===== src/inc/ubs_pkg.sv =====
// Functional notes
// - The register address is taken from the 8-bit shared bus when the asynchronous latch strobe falls.
// - Chip select must be low for every access, and holding it low all the time is accepted.
// - During a read the block drives the addressed register onto the shared bus.
// - Write data is committed when the store strobe or chip select first goes high again.
// - The open-drain interrupt pin is pulled low and stays low until the status register is read.
// - A mask register enables each interrupt source, and only enabled sources reach the pin.
// - The asynchronous active-low reset clears all control state at once.
// - Each port's activity lamp goes low for 2^23 clocks from the start of each good cell.
// - A received timing byte pulses the active-low timing marker for a programmed clock count.
// - Register 0x40 selects which port's timing bytes produce the timing marker.
package ubs_pkg;

  localparam int NUM_PORTS = 4;
  localparam int CNT_W = 24;
  localparam int LAMP_CYCLES_DFLT = 8388608;

  // Register offsets on the shared bus
  localparam logic [7:0] REG_INT_STATUS = 8'h01;
  localparam logic [7:0] REG_INT_MASK = 8'h02;
  localparam logic [7:0] REG_MARK_SEL = 8'h40;
  localparam logic [7:0] REG_MARK_LEN = 8'h41;

  // Field positions and reset values
  localparam int MARK_SEL_LSB = 0;
  localparam int STAT_CELL_LSB = 0;
  localparam int STAT_MARK_LSB = 4;
  localparam logic [7:0] INT_MASK_RST = 8'h00;
  localparam logic [1:0] MARK_SEL_RST = 2'h0;
  localparam logic [7:0] MARK_LEN_RST = 8'h01;

  typedef struct packed {
    logic latch;
    logic chip_sel_n;
    logic fetch_n;
    logic store_n;
    logic [7:0] ad;
  } ubs_bus_in_s;

  typedef struct packed {
    logic [CNT_W-1:0] cnt;
    logic hold_n;
  } ubs_stretch_s;

  typedef struct packed {
    ubs_bus_in_s sync1;
    ubs_bus_in_s sync2;
    logic [7:0] ad_prev;
    logic latch_prev;
    logic rd_active;
    logic wr_active;
    logic [7:0] wr_data;
    logic [7:0] addr;
    logic [7:0] int_status;
    logic [7:0] int_mask;
    logic [1:0] mark_sel;
    logic [7:0] mark_len;
    logic [7:0] ad_out;
    logic ad_oe_n;
    logic irq_oe_n;
  } ubs_top_s;

endpackage


===== src/verilog/ubs_stretch.sv =====
`timescale 1ns/1ns
// Holds an active-low output for len cycles after each fire pulse; a new fire restarts it.
module ubs_stretch (
  // Clock and reset
  input wire logic core_clk,
  input wire logic reset_n,
  // Trigger and length
  input wire logic fire,
  input wire logic [ubs_pkg::CNT_W-1:0] len,
  // Stretched output
  output logic hold_n
);

  ubs_pkg::ubs_stretch_s state_reg;
  ubs_pkg::ubs_stretch_s state_next;

  always_comb begin
    state_next = state_reg;
    if (fire) begin
      // Zero length would underflow, so treat it as one cycle
      state_next.cnt = (len == '0) ? '0 : len - 1'b1;
      state_next.hold_n = 1'b0;
    end else if (!state_reg.hold_n) begin
      if (state_reg.cnt == '0) begin
        state_next.hold_n = 1'b1;
      end else begin
        state_next.cnt = state_reg.cnt - 1'b1;
      end
    end
  end

  always_ff @(posedge core_clk or negedge reset_n) begin
    if (!reset_n) begin
      state_reg <= '{cnt: '0, hold_n: 1'b1};
    end else begin
      state_reg <= state_next;
    end
  end

  assign hold_n = state_reg.hold_n;

endmodule


===== src/verilog/ubs_top.sv =====
`timescale 1ns/1ns
module ubs_top #(
  parameter int LAMP_CYCLES = ubs_pkg::LAMP_CYCLES_DFLT
) (
  // Clock and reset
  input wire logic core_clk,
  input wire logic reset_n,
  // Shared address/data bus, asynchronous to core_clk
  input wire logic latch_strobe,
  input wire logic chip_sel_n,
  input wire logic fetch_n,
  input wire logic store_n,
  input wire logic [7:0] ad_in,
  output logic [7:0] ad_out,
  output logic ad_oe_n,
  // Open-drain interrupt
  output logic irq_out,
  output logic irq_oe_n,
  // Events from receive logic, one-cycle pulses on core_clk
  input wire logic [ubs_pkg::NUM_PORTS-1:0] good_cell_start,
  input wire logic [ubs_pkg::NUM_PORTS-1:0] timing_byte_seen,
  // Status pins
  output logic [ubs_pkg::NUM_PORTS-1:0] receive_activity_lamp_n,
  output logic receive_timing_marker_n
);

  ubs_pkg::ubs_top_s state_reg;
  ubs_pkg::ubs_top_s state_next;
  ubs_pkg::ubs_bus_in_s pins;
  logic [ubs_pkg::NUM_PORTS-1:0] lamp_n;
  logic marker_n;
  logic marker_fire;

  assign pins = '{latch: latch_strobe, chip_sel_n: chip_sel_n, fetch_n: fetch_n,
                  store_n: store_n, ad: ad_in};

  ////////////////////////////////////////////////////////////////////////////
  // Bus decode, registers and interrupt

  logic rd_now;
  logic wr_now;
  logic [7:0] rd_value;
  logic [7:0] events;
  logic [7:0] clr;

  always_comb begin
    state_next = state_reg;
    // Async pins pass two flops before any logic looks at them
    state_next.sync1 = pins;
    state_next.sync2 = state_reg.sync1;
    state_next.ad_prev = state_reg.sync2.ad;
    state_next.latch_prev = state_reg.sync2.latch;

    // Address taken from the value seen just before the strobe fell
    if (state_reg.latch_prev && !state_reg.sync2.latch) begin
      state_next.addr = state_reg.ad_prev;
    end

    // Chip select may simply stay low; access is framed by the strobes
    rd_now = !state_reg.sync2.chip_sel_n && !state_reg.sync2.fetch_n;
    wr_now = !state_reg.sync2.chip_sel_n && !state_reg.sync2.store_n
             && state_reg.sync2.fetch_n;
    state_next.rd_active = rd_now;
    state_next.wr_active = wr_now;

    // Keep the last data seen while the write is open; the end edge is late by sync
    if (wr_now) begin
      state_next.wr_data = state_reg.sync2.ad;
    end

    case (state_reg.addr)
      ubs_pkg::REG_INT_STATUS: rd_value = state_reg.int_status;
      ubs_pkg::REG_INT_MASK: rd_value = state_reg.int_mask;
      ubs_pkg::REG_MARK_SEL: rd_value = {6'h00, state_reg.mark_sel};
      ubs_pkg::REG_MARK_LEN: rd_value = state_reg.mark_len;
      default: rd_value = 8'h00;
    endcase

    // Drive only while fetch and select are low, else leave the bus to the host
    if (rd_now) begin
      state_next.ad_out = rd_value;
      state_next.ad_oe_n = 1'b0;
    end else begin
      state_next.ad_oe_n = 1'b1;
    end

    // Commit at the first release of store or select
    if (state_reg.wr_active && !wr_now) begin
      case (state_reg.addr)
        ubs_pkg::REG_INT_MASK: state_next.int_mask = state_reg.wr_data;
        ubs_pkg::REG_MARK_SEL: state_next.mark_sel = state_reg.wr_data[1:0];
        ubs_pkg::REG_MARK_LEN: state_next.mark_len = state_reg.wr_data;
        default: state_next.int_mask = state_reg.int_mask;
      endcase
    end

    // Status clears only the bits the host actually saw; a new event wins
    clr = 8'h00;
    if (state_reg.rd_active && !rd_now && state_reg.addr == ubs_pkg::REG_INT_STATUS) begin
      clr = state_reg.ad_out;
    end
    events = 8'h00;
    events[ubs_pkg::STAT_CELL_LSB +: ubs_pkg::NUM_PORTS] = good_cell_start;
    events[ubs_pkg::STAT_MARK_LSB +: ubs_pkg::NUM_PORTS] = timing_byte_seen;
    state_next.int_status = (state_reg.int_status & ~clr) | events;

    // Pin pulled low while any enabled bit is pending
    state_next.irq_oe_n = ~|(state_next.int_status & state_reg.int_mask);
  end

  always_ff @(posedge core_clk or negedge reset_n) begin
    if (!reset_n) begin
      // All control state to constants at once
      state_reg <= '0;
      state_reg.sync1.chip_sel_n <= 1'b1;
      state_reg.sync1.fetch_n <= 1'b1;
      state_reg.sync1.store_n <= 1'b1;
      state_reg.sync2.chip_sel_n <= 1'b1;
      state_reg.sync2.fetch_n <= 1'b1;
      state_reg.sync2.store_n <= 1'b1;
      state_reg.int_mask <= ubs_pkg::INT_MASK_RST;
      state_reg.mark_sel <= ubs_pkg::MARK_SEL_RST;
      state_reg.mark_len <= ubs_pkg::MARK_LEN_RST;
      state_reg.ad_oe_n <= 1'b1;
      state_reg.irq_oe_n <= 1'b1;
    end else begin
      state_reg <= state_next;
    end
  end

  ////////////////////////////////////////////////////////////////////////////
  // Activity lamps and timing marker

  genvar p;
  generate
    for (p = 0; p < ubs_pkg::NUM_PORTS; p++) begin : g_lamp
      ubs_stretch u_lamp (
        .core_clk(core_clk),
        .reset_n(reset_n),
        .fire(good_cell_start[p]),
        .len(ubs_pkg::CNT_W'(LAMP_CYCLES)),
        .hold_n(lamp_n[p])
      );
    end
  endgenerate

  // Only the selected port's timing bytes fire the marker
  assign marker_fire = timing_byte_seen[state_reg.mark_sel];

  ubs_stretch u_marker (
    .core_clk(core_clk),
    .reset_n(reset_n),
    .fire(marker_fire),
    .len({16'h0000, state_reg.mark_len}),
    .hold_n(marker_n)
  );

  assign receive_activity_lamp_n = lamp_n;
  assign receive_timing_marker_n = marker_n;
  assign ad_out = state_reg.ad_out;
  assign ad_oe_n = state_reg.ad_oe_n;
  // Open drain: level always low, enable decides
  assign irq_out = 1'b0;
  assign irq_oe_n = state_reg.irq_oe_n;

endmodule

===== config.mk =====
export PLATFORM = sky130hd
export DESIGN_NAME = ubs_top
export DESIGN_NICKNAME = d
export VERILOG_FILES = /design/src/inc/ubs_pkg.sv /design/src/verilog/ubs_stretch.sv /design/src/verilog/ubs_top.sv
export SDC_FILE = /design/constraint.sdc
export NUM_CORES = 1
export LEC_CHECK = 0
export ABC_AREA = 1
export BUFFER_PORTS_ARGS = -buffer_cell sky130_fd_sc_hd__buf_2
export CAP_MARGIN = 5
export CORE_UTILIZATION = 35
export CTS_CLUSTER_SIZE = 30
export DETAILED_ROUTE_END_ITERATION = 12
export SYNTH_ARGS = -nofsm -noshare
export SYNTH_HDL_FRONTEND = slang
export SYNTH_SLANG_ARGS = --single-unit

===== constraint.sdc =====
create_clock -name core_clk -period 3.5 [get_ports core_clk]
set_input_delay 0.7 -clock core_clk [delete_from_list [all_inputs] [get_ports core_clk]]
set_output_delay 0.7 -clock core_clk [all_outputs]
set_load 0.005 [all_outputs]

==> reports/metrics.yaml, run 1 <==
yosys:
  synth_top_cell_by_area: "dfrtp_1"
  synth-simple-area-share: 0.3246
  syn_avg_cell_area_sq_um: 7.793
  yosysTopAreaCellShare: 0.4499
  synth_adder_area_share: 0.01363
  synth_ff_type: "dfrtp_1"
  syn-num-nets: 1447
  async_flop_share: 1.000
  netlist_instances: 1413
  muxShareOfSynthArea: 0.006136
  synth_area_leaders: "dfrtp_1, nand2_1, nor2_1"
  synth_edf_count: 0
  synth_compound_area_frac: 0.08226
  synth_cell_types: 43
  yosysMostFrequentCell: "nand2_1"
  yosys_register_bits: 212
  synthTopCellsByCount: "nand2_1, nor2_1, dfrtp_1, inv_1, nand3_1"
  yosysWarnings: 0
  synth_top_family_by_area: "simple AND/OR/NAND/NOR gates"
  synth_area_sq_um: 11010
  seq_area_frac_synth: 0.4834
  synth_xor_area_frac: 0.01193
critical_path:
  worstReg2RegStart: "g_lamp[0].u_lamp.state_reg[14]"
  end_kind: "flip-flop"
  setup.worst_path.start_class: "flip-flop"
  criticalPathCategory: "reg2reg"
  path_cells: "nor2_1, nand2_1, nor2_2, nand3_1, nand2_1, inv_2, nand2_1, or2_1, nand3_1"
  worst_ep_arrival_time_ns: 2.38
  slowest_stage: "dfrtp_1"
  cp.required_ns: 3.86
  cp-endpoint: "g_lamp[0].u_lamp.state_reg[14]"
  crit_path_frequent_cell: "nand2_1"
  timing.critical_path.buf_inv: 1
  rr_endpoint: "g_lamp[0].u_lamp.state_reg[14]"
  cp_num_cells: 9
  startpoint: "g_lamp[0].u_lamp.state_reg[14]"
  r2r_slack_ns: 1.48
  crit_family: "simple AND/OR/NAND/NOR gates"
  critPathMaxStageDelay_ns: 0.41
  rr_worst_depth: 9
  worst-path-max-fanout: 21
floorplanning:
  die_x_um: 179.4
  start_util: 0.3581
  die-area_sq_um: 32180
  num_io_pins: 38
  chipHeight_um: 179.4
  core_area_sq_um: 30750
  fp-row-count: 64
detailed_routing:
  wl_um: 24400
  vias: 9004
  avgViaCountPerCell: 4.851
  first_iter_violations: 635
  route.detailed.drc: 0
  ant_nets: 0
  drtPass1Iterations: 8
  avgRoutedWirePerCell_um: 13.15
global_route:
  globalRouteOverflowTotal: 0
  antenna_found_initial: 0
  grt_pass1_vias: 8481
  grt_max_degree: 86
  grtUsageTotal: 0.1589
  grt_pass1_wl_um: 42100
clocking:
  path_clk_slew_ns: 0.06
  post_cts_resize_count: 0
  clock-sinks: 212
  cts_tree: "built"
  cts.hold.buffers_added: 0
  clkLatencyLatePin_ns: 0.52
  cts_setup_buffers: 0
  cts_root_buffer: "clkbuf_16"
  cts.path.max_buffers: 3
  cts_buffers: 25
  htree_levels: 1
sta:
  setup_ws_ns: 1.478
  fin_crit_ns: 2.022
  tightest_slew_ns: 0.7226
  finalSetupViolCount: 0
  fin_setup_tns_ns: 0
  report.final.hold_viol_count: 0
  finalHoldWorstSlack_ns: 0.1729
  fmax_mhz: 494.6
  period_share: 0.5777
  max-slew-margin-rel: 0.5165
  skew_ns: 0.01142
  rsz0062_at_grt: "no"
  slew_viol_final: 0
worst_hold_path:
  hold_path_class: "in2async"
final_layout:
  fin_nets: 1477
  drive_gt1_frac: 0.1151
  fin_cells: 1856
  diodes: 0
  area_growth_pct: 11.46
  largest_register_ffs: 96
placement:
  placedCellCount: 1812
  place_ws_ns: 1.439
  gp_congestion: 0.8577
  portBuffers: 36
  hpwl_um: 17230
pwr:
  p_leak_nw: 5.314
  peakVddDrop_mv: 0.3432
  powerDensity_nw_per_um2: 503.8
run_status:
  status: "finished clean"
flow_run:
  maxCapViolCount: 0
==> per-stage QoR <==
| step | power, W | util | instance area [sq um] |
|---|---|---|---|
| 4_1_cts | 0.006295 | 0.3992 | 12270 |
| 5_1_grt | 0.006540 | 0.3992 | 12270 |
| 3_5_place_dp | 0.003731 | 0.3733 | 11480 |
| 3_3_place_gp | 0.003712 | 0.3733 | 11480 |
| 6_report | 0.006184 | 0.3992 | 12270 |
| 2_1_floorplan | 0.003482 | - | 11010 |
==> how the worst min path moves through the flow <==
stage | from | end | slack [ns]
floorplan | state_next[74] | state_next[54] | 0.33
global placement | state_next[64] | state_next[56] | 0.34
detailed placement | state_next[64] | state_next[56] | 0.33
CTS | reset_n | u_marker.state_reg[22] | 0.21
global route | reset_n | u_marker.state_reg[22] | 0.23
finish | reset_n | u_marker.state_reg[22] | 0.17
==> routing by layer <==
| metal | wire length, um | GRT usage | vias to the layer above | part of all wire |
|---|---|---|---|---|
| li1 | - | - | 4612 | - |
| met1 | 12330 | 0.2318 | 4206 | 0.51 |
| met2 | 10650 | 0.2489 | 153 | 0.44 |
| met3 | 936 | 0.02321 | 33 | 0.038 |
| met4 | 476 | 0.03431 | 0 | 0.020 |
| met5 | 0 | 0 | - | 0 |
==> where the power goes <==
| group | switching [W] | internal (W) | total [W] |
|---|---|---|---|
| combinational | 0.000615 | 0.000335 | 0.000950 |
| sequential | 0.000120 | 0.00261 | 0.00273 |
| clock | 0.00104 | 0.00146 | 0.00250 |
==> cells by family after synthesis <==
family / Yosys count
flip-flops: 212
AO/OA/AOI/OAI: 163
XOR/XNOR: 15
AND/OR/NAND/NOR: 812
other: 1
buffers and inverters: 192
adder cells (fa/ha/maj): 12
multiplexers: 6
==> cell type report <==
cell class / count / area (sq um)
flip-flops and latches: 212 / 5323
repair buffers: 43 / 255.2
fillers: 3178 / 18480
clock buffers: 32 / 681.9
well taps: 396 / 495.5
clock inverters: 12 / 115.1
multi-input cells: 1009 / 4833
inverters: 152 / 570.5
==> placed cells by master (no fill, tap or decap), types with 4 or more instances in the layout <==
cell type	n
a21oi_1	31
a31oi_1	10
buf_2	35
buf_4	6
clkbuf_1	4
clkbuf_16	25
clkinv_4	4
dfrtp_1	198
dfstp_2	14
ha_1	12
inv_1	140
inv_2	10
inv_6	4
mux2_2	6
nand2_1	337
nand2_2	9
nand3_1	140
nand3_2	5
nand3b_1	9
nand4_1	27
nor2_1	227
nor2_2	21
nor2_4	9
nor3_1	13
o211ai_1	15
o21ai_0	81
o21ai_1	8
o22ai_1	8
or2_2	5
xor2_1	13
No activity file was read; power rests on OpenSTA's default activity.
==> inputs of run 2 (changes only) <==
Clock period 3.5 ns to 1.8 ns, I/O delays scaled along.
==> reports/metrics.yaml, run 2 (synthesis gave the netlist of run 1 again) <==
detailed_routing:
  route.detailed.drc: 0
  ant_nets: 0
  drtPass1Iterations: 7
  first_iter_violations: 603
  avgRoutedWirePerCell_um: 13.11
  vias: 9379
  wl_um: 25400
  avgViaCountPerCell: 4.840
sta:
  rsz0062_at_grt: "yes"
  finalHoldWorstSlack_ns: 0.1018
  report.final.hold_viol_count: 0
  fin_setup_tns_ns: 0
  skew_ns: 0.007923
  fmax_mhz: 587.7
  fin_crit_ns: 1.701
  finalSetupViolCount: 0
  period_share: 0.9452
  slew_viol_final: 0
worst_hold_path:
  hold_path_class: "in2reg"
flow_run:
  maxCapViolCount: 0
placement:
  hpwl_um: 18100
  placedCellCount: 1865
  dpl_cell_area_sq_um: 11910
  gp_congestion: 0.8626
  portBuffers: 36
critical_path:
  critPathMaxStageDelay_ns: 0.42
  cp.required_ns: 2.21
  worst-path-max-fanout: 30
  path_cells: "nor2_2, nand2_1, nor2_1, nand3_1, nand2_1, nand2_1, buf_12, buf_4, nor2_1, nor2_1"
  setup.worst_path.start_class: "flip-flop"
  end_kind: "flip-flop"
  crit_family: "simple AND/OR/NAND/NOR gates"
  criticalPathCategory: "reg2reg"
  slowest_stage: "dfrtp_1"
  timing.critical_path.buf_inv: 2
  worst_ep_arrival_time_ns: 2.12
final_layout:
  design_area_sq_um: 13230
  fin_nets: 1557
  largest_register_ffs: 96
  diodes: 0
  fin_cells: 1938
  layout_commonest_cell: "nand2_1"
  area_growth_pct: 20.17
  layout_common_cells: "nand2_1, dfrtp_1, nor2_1, nand3_1, inv_1"
  fillCellCount: 3087
  drive_gt1_frac: 0.1913
pwr:
  peakVddDrop_mv: 0.6823
  powerDensity_nw_per_um2: 945.2
  p_leak_nw: 5.743
floorplanning:
  fp-row-count: 64
  core_area_sq_um: 30750
  num_io_pins: 38
  start_util: 0.3581
  chipHeight_um: 179.4
  die-area_sq_um: 32180
  die_x_um: 179.4
clocking:
  path_clk_slew_ns: 0.06
  cts.path.max_buffers: 3
  clkLatencyLatePin_ns: 0.52
  clock-sinks: 212
  cts_tree: "built"
  cts_buffers: 25
  htree_levels: 1
  cts_root_buffer: "clkbuf_16"
global_route:
  grtUsageTotal: 0.1632
  grt_pass1_vias: 9007
  antenna_found_initial: 0
  globalRouteOverflowTotal: 0
  grt_max_degree: 67
  grt_pass1_wl_um: 43170
run_status:
  status: "finished clean"
run 2: final cells by class:
cell class / instances / area (sq um) / share of cell area
multi-input cells: 1009 / 5051 / 0.3817
repair buffers: 123 / 949.7 / 0.07177
flip-flops and latches: 212 / 5325 / 0.4024
well taps: 396 / 495.5 / 0.03744
inverters: 152 / 580.6 / 0.04387
clock inverters: 11 / 117.6 / 0.008888
clock buffers: 35 / 713.2 / 0.05390
run 2: worst register-to-register path, delay by kind of cell, from the launching register on:
family        cells  cell delay (ns)
buf+inv           2             0.38
flops             1             0.42
simple gates      8             0.79
run 2: stage by stage:
| step | util | total power [W] | worst slack, ns |
|---|---|---|---|
| floorplan | - | 0.006771 | 0.2398 |
| global route | 0.4303 | 0.01319 | -0.02596 |
| finish | 0.4303 | 0.01251 | 0.09859 |
| global placement | 0.3874 | 0.007374 | 0.03541 |
| CTS | 0.4187 | 0.01260 | 0.01115 |
| detailed placement | 0.3874 | 0.007432 | 0.01355 |
run 2: power breakdown:
part	leakage, nW	internal [W]	total (W)	switching (W)
logic	3.04	0.000845	0.00215	0.00131
clock network	0.407	0.00305	0.00506	0.00201
registers	2.29	0.00507	0.00530	0.000222
run 2: layer usage:
layer  GRT usage  vias up  routed length (um)
met4     0.04657        0                 551
met2      0.2644      172               11470
met3     0.02426       46                 931
met5           0        -                   0
met1      0.2258     4388               12450
li1            -     4773                   -
run 2: worst paths after layout:
check,from,cells past startpoint,slack (ns),to
max in group asynchronous,reset_n,3,0.85,g_lamp[1].u_lamp.hold_n
min reg2reg,state_next[68],0,0.35,state_next[60]
max,u_marker.state_reg[5],10,0.1,u_marker.state_reg[19]
min in group asynchronous,reset_n,2,0.27,u_marker.state_reg[18]
min,timing_byte_seen[2],3,0.10,state_reg[34]
max reg2reg,u_marker.state_reg[5],10,0.1,u_marker.state_reg[19]
run 2: what timing repair did:
item,in CTS,in global routing
hold buffers,13,0
resized for setup,1,80
pin swaps,0,11
cloned,0,0
buffers inserted,0,14
hold endpoints to repair,76,0
endpoints found under the setup margin,1,71
==> inputs of run 3 (changes only) <==
Settings changed: CELL_PAD_IN_SITES_DETAIL_PLACEMENT set to 2, CELL_PAD_IN_SITES_GLOBAL_PLACEMENT set to 2, CORE_UTILIZATION 35 to 34, PLACE_DENSITY_LB_ADDON set to 0.1.
==> reports/metrics.yaml, run 3 (synthesis gave the netlist of run 1 again) <==
sta:
  slew_viol_final: 0
  fmax_mhz: 582.1
  fin_crit_ns: 1.718
  finalHoldWorstSlack_ns: 0.09536
  finalSetupViolCount: 0
  rsz0062_at_grt: "yes"
  period_share: 0.9544
  report.final.hold_viol_count: 0
  fin_setup_tns_ns: 0
  skew_ns: 0.01276
pwr:
  p_leak_nw: 5.990
  p_int_w: 0.009238
  powerDensity_nw_per_um2: 954.7
  p_seq_frac: 0.406
  peakVddDrop_mv: 0.8039
  power_frac_clock: 0.413
  combPwrFrac: 0.181
  p_sw_w: 0.003870
  switching_share: 0.2952
detailed_routing:
  wl_met2_um: 17460
  ant_nets: 0
  first_iter_violations: 331
  wl_met3_um: 894
  highest_layer: "met4"
  avgViaCountPerCell: 5.038
  wl_um: 35240
  route.detailed.drc: 0
  vias: 9971
  drtPass1Iterations: 4
  wl_met1_um: 16330
  avgRoutedWirePerCell_um: 17.81
worst_hold_path:
  min_from: "timing_byte_seen[1]"
  worstHoldPathCells: 3
  hold-path-endpoint: "state_reg[33]"
  hold_path_class: "in2reg"
clocking:
  cts_root_buffer: "clkbuf_16"
  cts_tree: "built"
  cts.path.max_buffers: 3
  clkLatencyLatePin_ns: 0.53
  path_clk_slew_ns: 0.06
  clock-sinks: 212
  cts_buffers: 26
  htree_levels: 1
global_route:
  grt_max_degree: 54
  grt_pass1_vias: 11051
  globalRouteOverflowTotal: 0
  antenna_found_initial: 0
  grtUsageTotal: 0.2133
  grt_pass1_wl_um: 57210
critical_path:
  r2r_slack_ns: 0.08
  worstReg2RegStart: "g_lamp[3].u_lamp.state_reg[7]"
  rr_endpoint: "g_lamp[3].u_lamp.state_reg[17]"
  setup.worst_path.start_class: "flip-flop"
  critPathMaxStageDelay_ns: 0.42
  end_kind: "flip-flop"
  slowest_stage: "dfrtp_1"
  worst-path-max-fanout: 12
  criticalPathCategory: "reg2reg"
  crit_family: "simple AND/OR/NAND/NOR gates"
  cp.required_ns: 2.22
  path_cells: "nor2_2, nand2_2, nor2_1, nand3_2, nand2_2, inv_4, nor2_4, inv_1, nand2_1, nand2_1"
  rr_worst_depth: 10
  timing.critical_path.buf_inv: 2
  worst_ep_arrival_time_ns: 2.14
floorplanning:
  die_x_um: 182.0
  fp-row-count: 65
  die-area_sq_um: 33110
  num_io_pins: 38
  start_util: 0.3472
  chipHeight_um: 182.0
  core_area_sq_um: 31720
placement:
  hpwl_um: 24920
  portBuffers: 36
  gp_congestion: 0.7726
final_layout:
  fin_nets: 1592
  layout_commonest_cell: "nand2_1"
  layout_common_cells: "nand2_1, dfrtp_1, nor2_1, nand3_1, inv_1"
  diodes: 0
  fillCellCount: 3588
  drive_gt1_frac: 0.2308
  largest_register_ffs: 96
  area_growth_pct: 24.68
flow_run:
  maxCapViolCount: 0
run_status:
  status: "finished clean"
## run 3: layout make-up
class,count,area [sq um],area share
clock inverters,15,160.2,0.01167
inverters,152,586.8,0.04274
flip-flops and latches,212,5328,0.3880
clock buffers,32,724.4,0.05277
well taps,402,503.0,0.03664
multi-input cells,1009,5150,0.3751
repair buffers,157,1277,0.09305
## run 3: routing by layer
metal / track usage / vias to the layer above
li1: - / 4845
met1: 0.2819 / 4996
met2: 0.3754 / 85
met3: 0.02447 / 45
met4: 0.04370 / 0
met5: 0 / -
## run 3: how the worst max path moves through the flow
stage,startpoint,cells past startpoint,to,slack (ns)
after global routing,g_lamp[1].u_lamp.state_reg[5],10,g_lamp[1].u_lamp.state_reg[20],-0.04
after detailed placement,g_lamp[1].u_lamp.state_reg[1],11,g_lamp[1].u_lamp.state_reg[17],-0.14
after floorplan,g_lamp[2].u_lamp.state_reg[1],11,g_lamp[2].u_lamp.state_reg[17],0.24
final,g_lamp[3].u_lamp.state_reg[7],10,g_lamp[3].u_lamp.state_reg[17],0.08
after global placement,g_lamp[1].u_lamp.state_reg[1],11,g_lamp[1].u_lamp.state_reg[17],-0.04
after CTS,g_lamp[3].u_lamp.state_reg[1],9,g_lamp[3].u_lamp.state_reg[15],0.002
## run 3: worst min-delay path: stages
cell and delay (ns):
buf_2 0.11, inv_1 0.05, nand2_2 0.06
## run 3: repair_timing
action	CTS	global route
hold buffers	13	0
setup buffers	0	20
gates cloned	0	3
endpoints found under the setup margin	13	93
hold endpoints to repair	42	0
pin swaps	0	26
resized for setup	9	120
## run 3: power by group through the flow
| stage | registers (W) | logic [W] | clock network (W) |
|---|---|---|---|
| after floorplan | 0.00533 | 0.00144 | 0 |
| after global placement | 0.00536 | 0.00213 | 0 |
| after detailed placement | 0.00539 | 0.00224 | 0 |
| after CTS | 0.00530 | 0.00228 | 0.00557 |
| after global routing | 0.00536 | 0.00268 | 0.00571 |
| final | 0.00532 | 0.00237 | 0.00541 |
## run 3: per-stage QoR
stage / power, W / util / instance area [sq um] / std cells / setup WS [ns]
after floorplan: 0.006771 / - / 11010 / 1413 / 0.2398
after global placement: 0.007493 / 0.3825 / 12130 / 1896 / -0.04297
after detailed placement: 0.007627 / 0.3825 / 12130 / 1896 / -0.1352
after CTS: 0.01316 / 0.4151 / 13170 / 1956 / 0.001650
after global routing: 0.01375 / 0.4329 / 13730 / 1979 / -0.04191
final: 0.01311 / 0.4329 / 13730 / 1979 / 0.08211
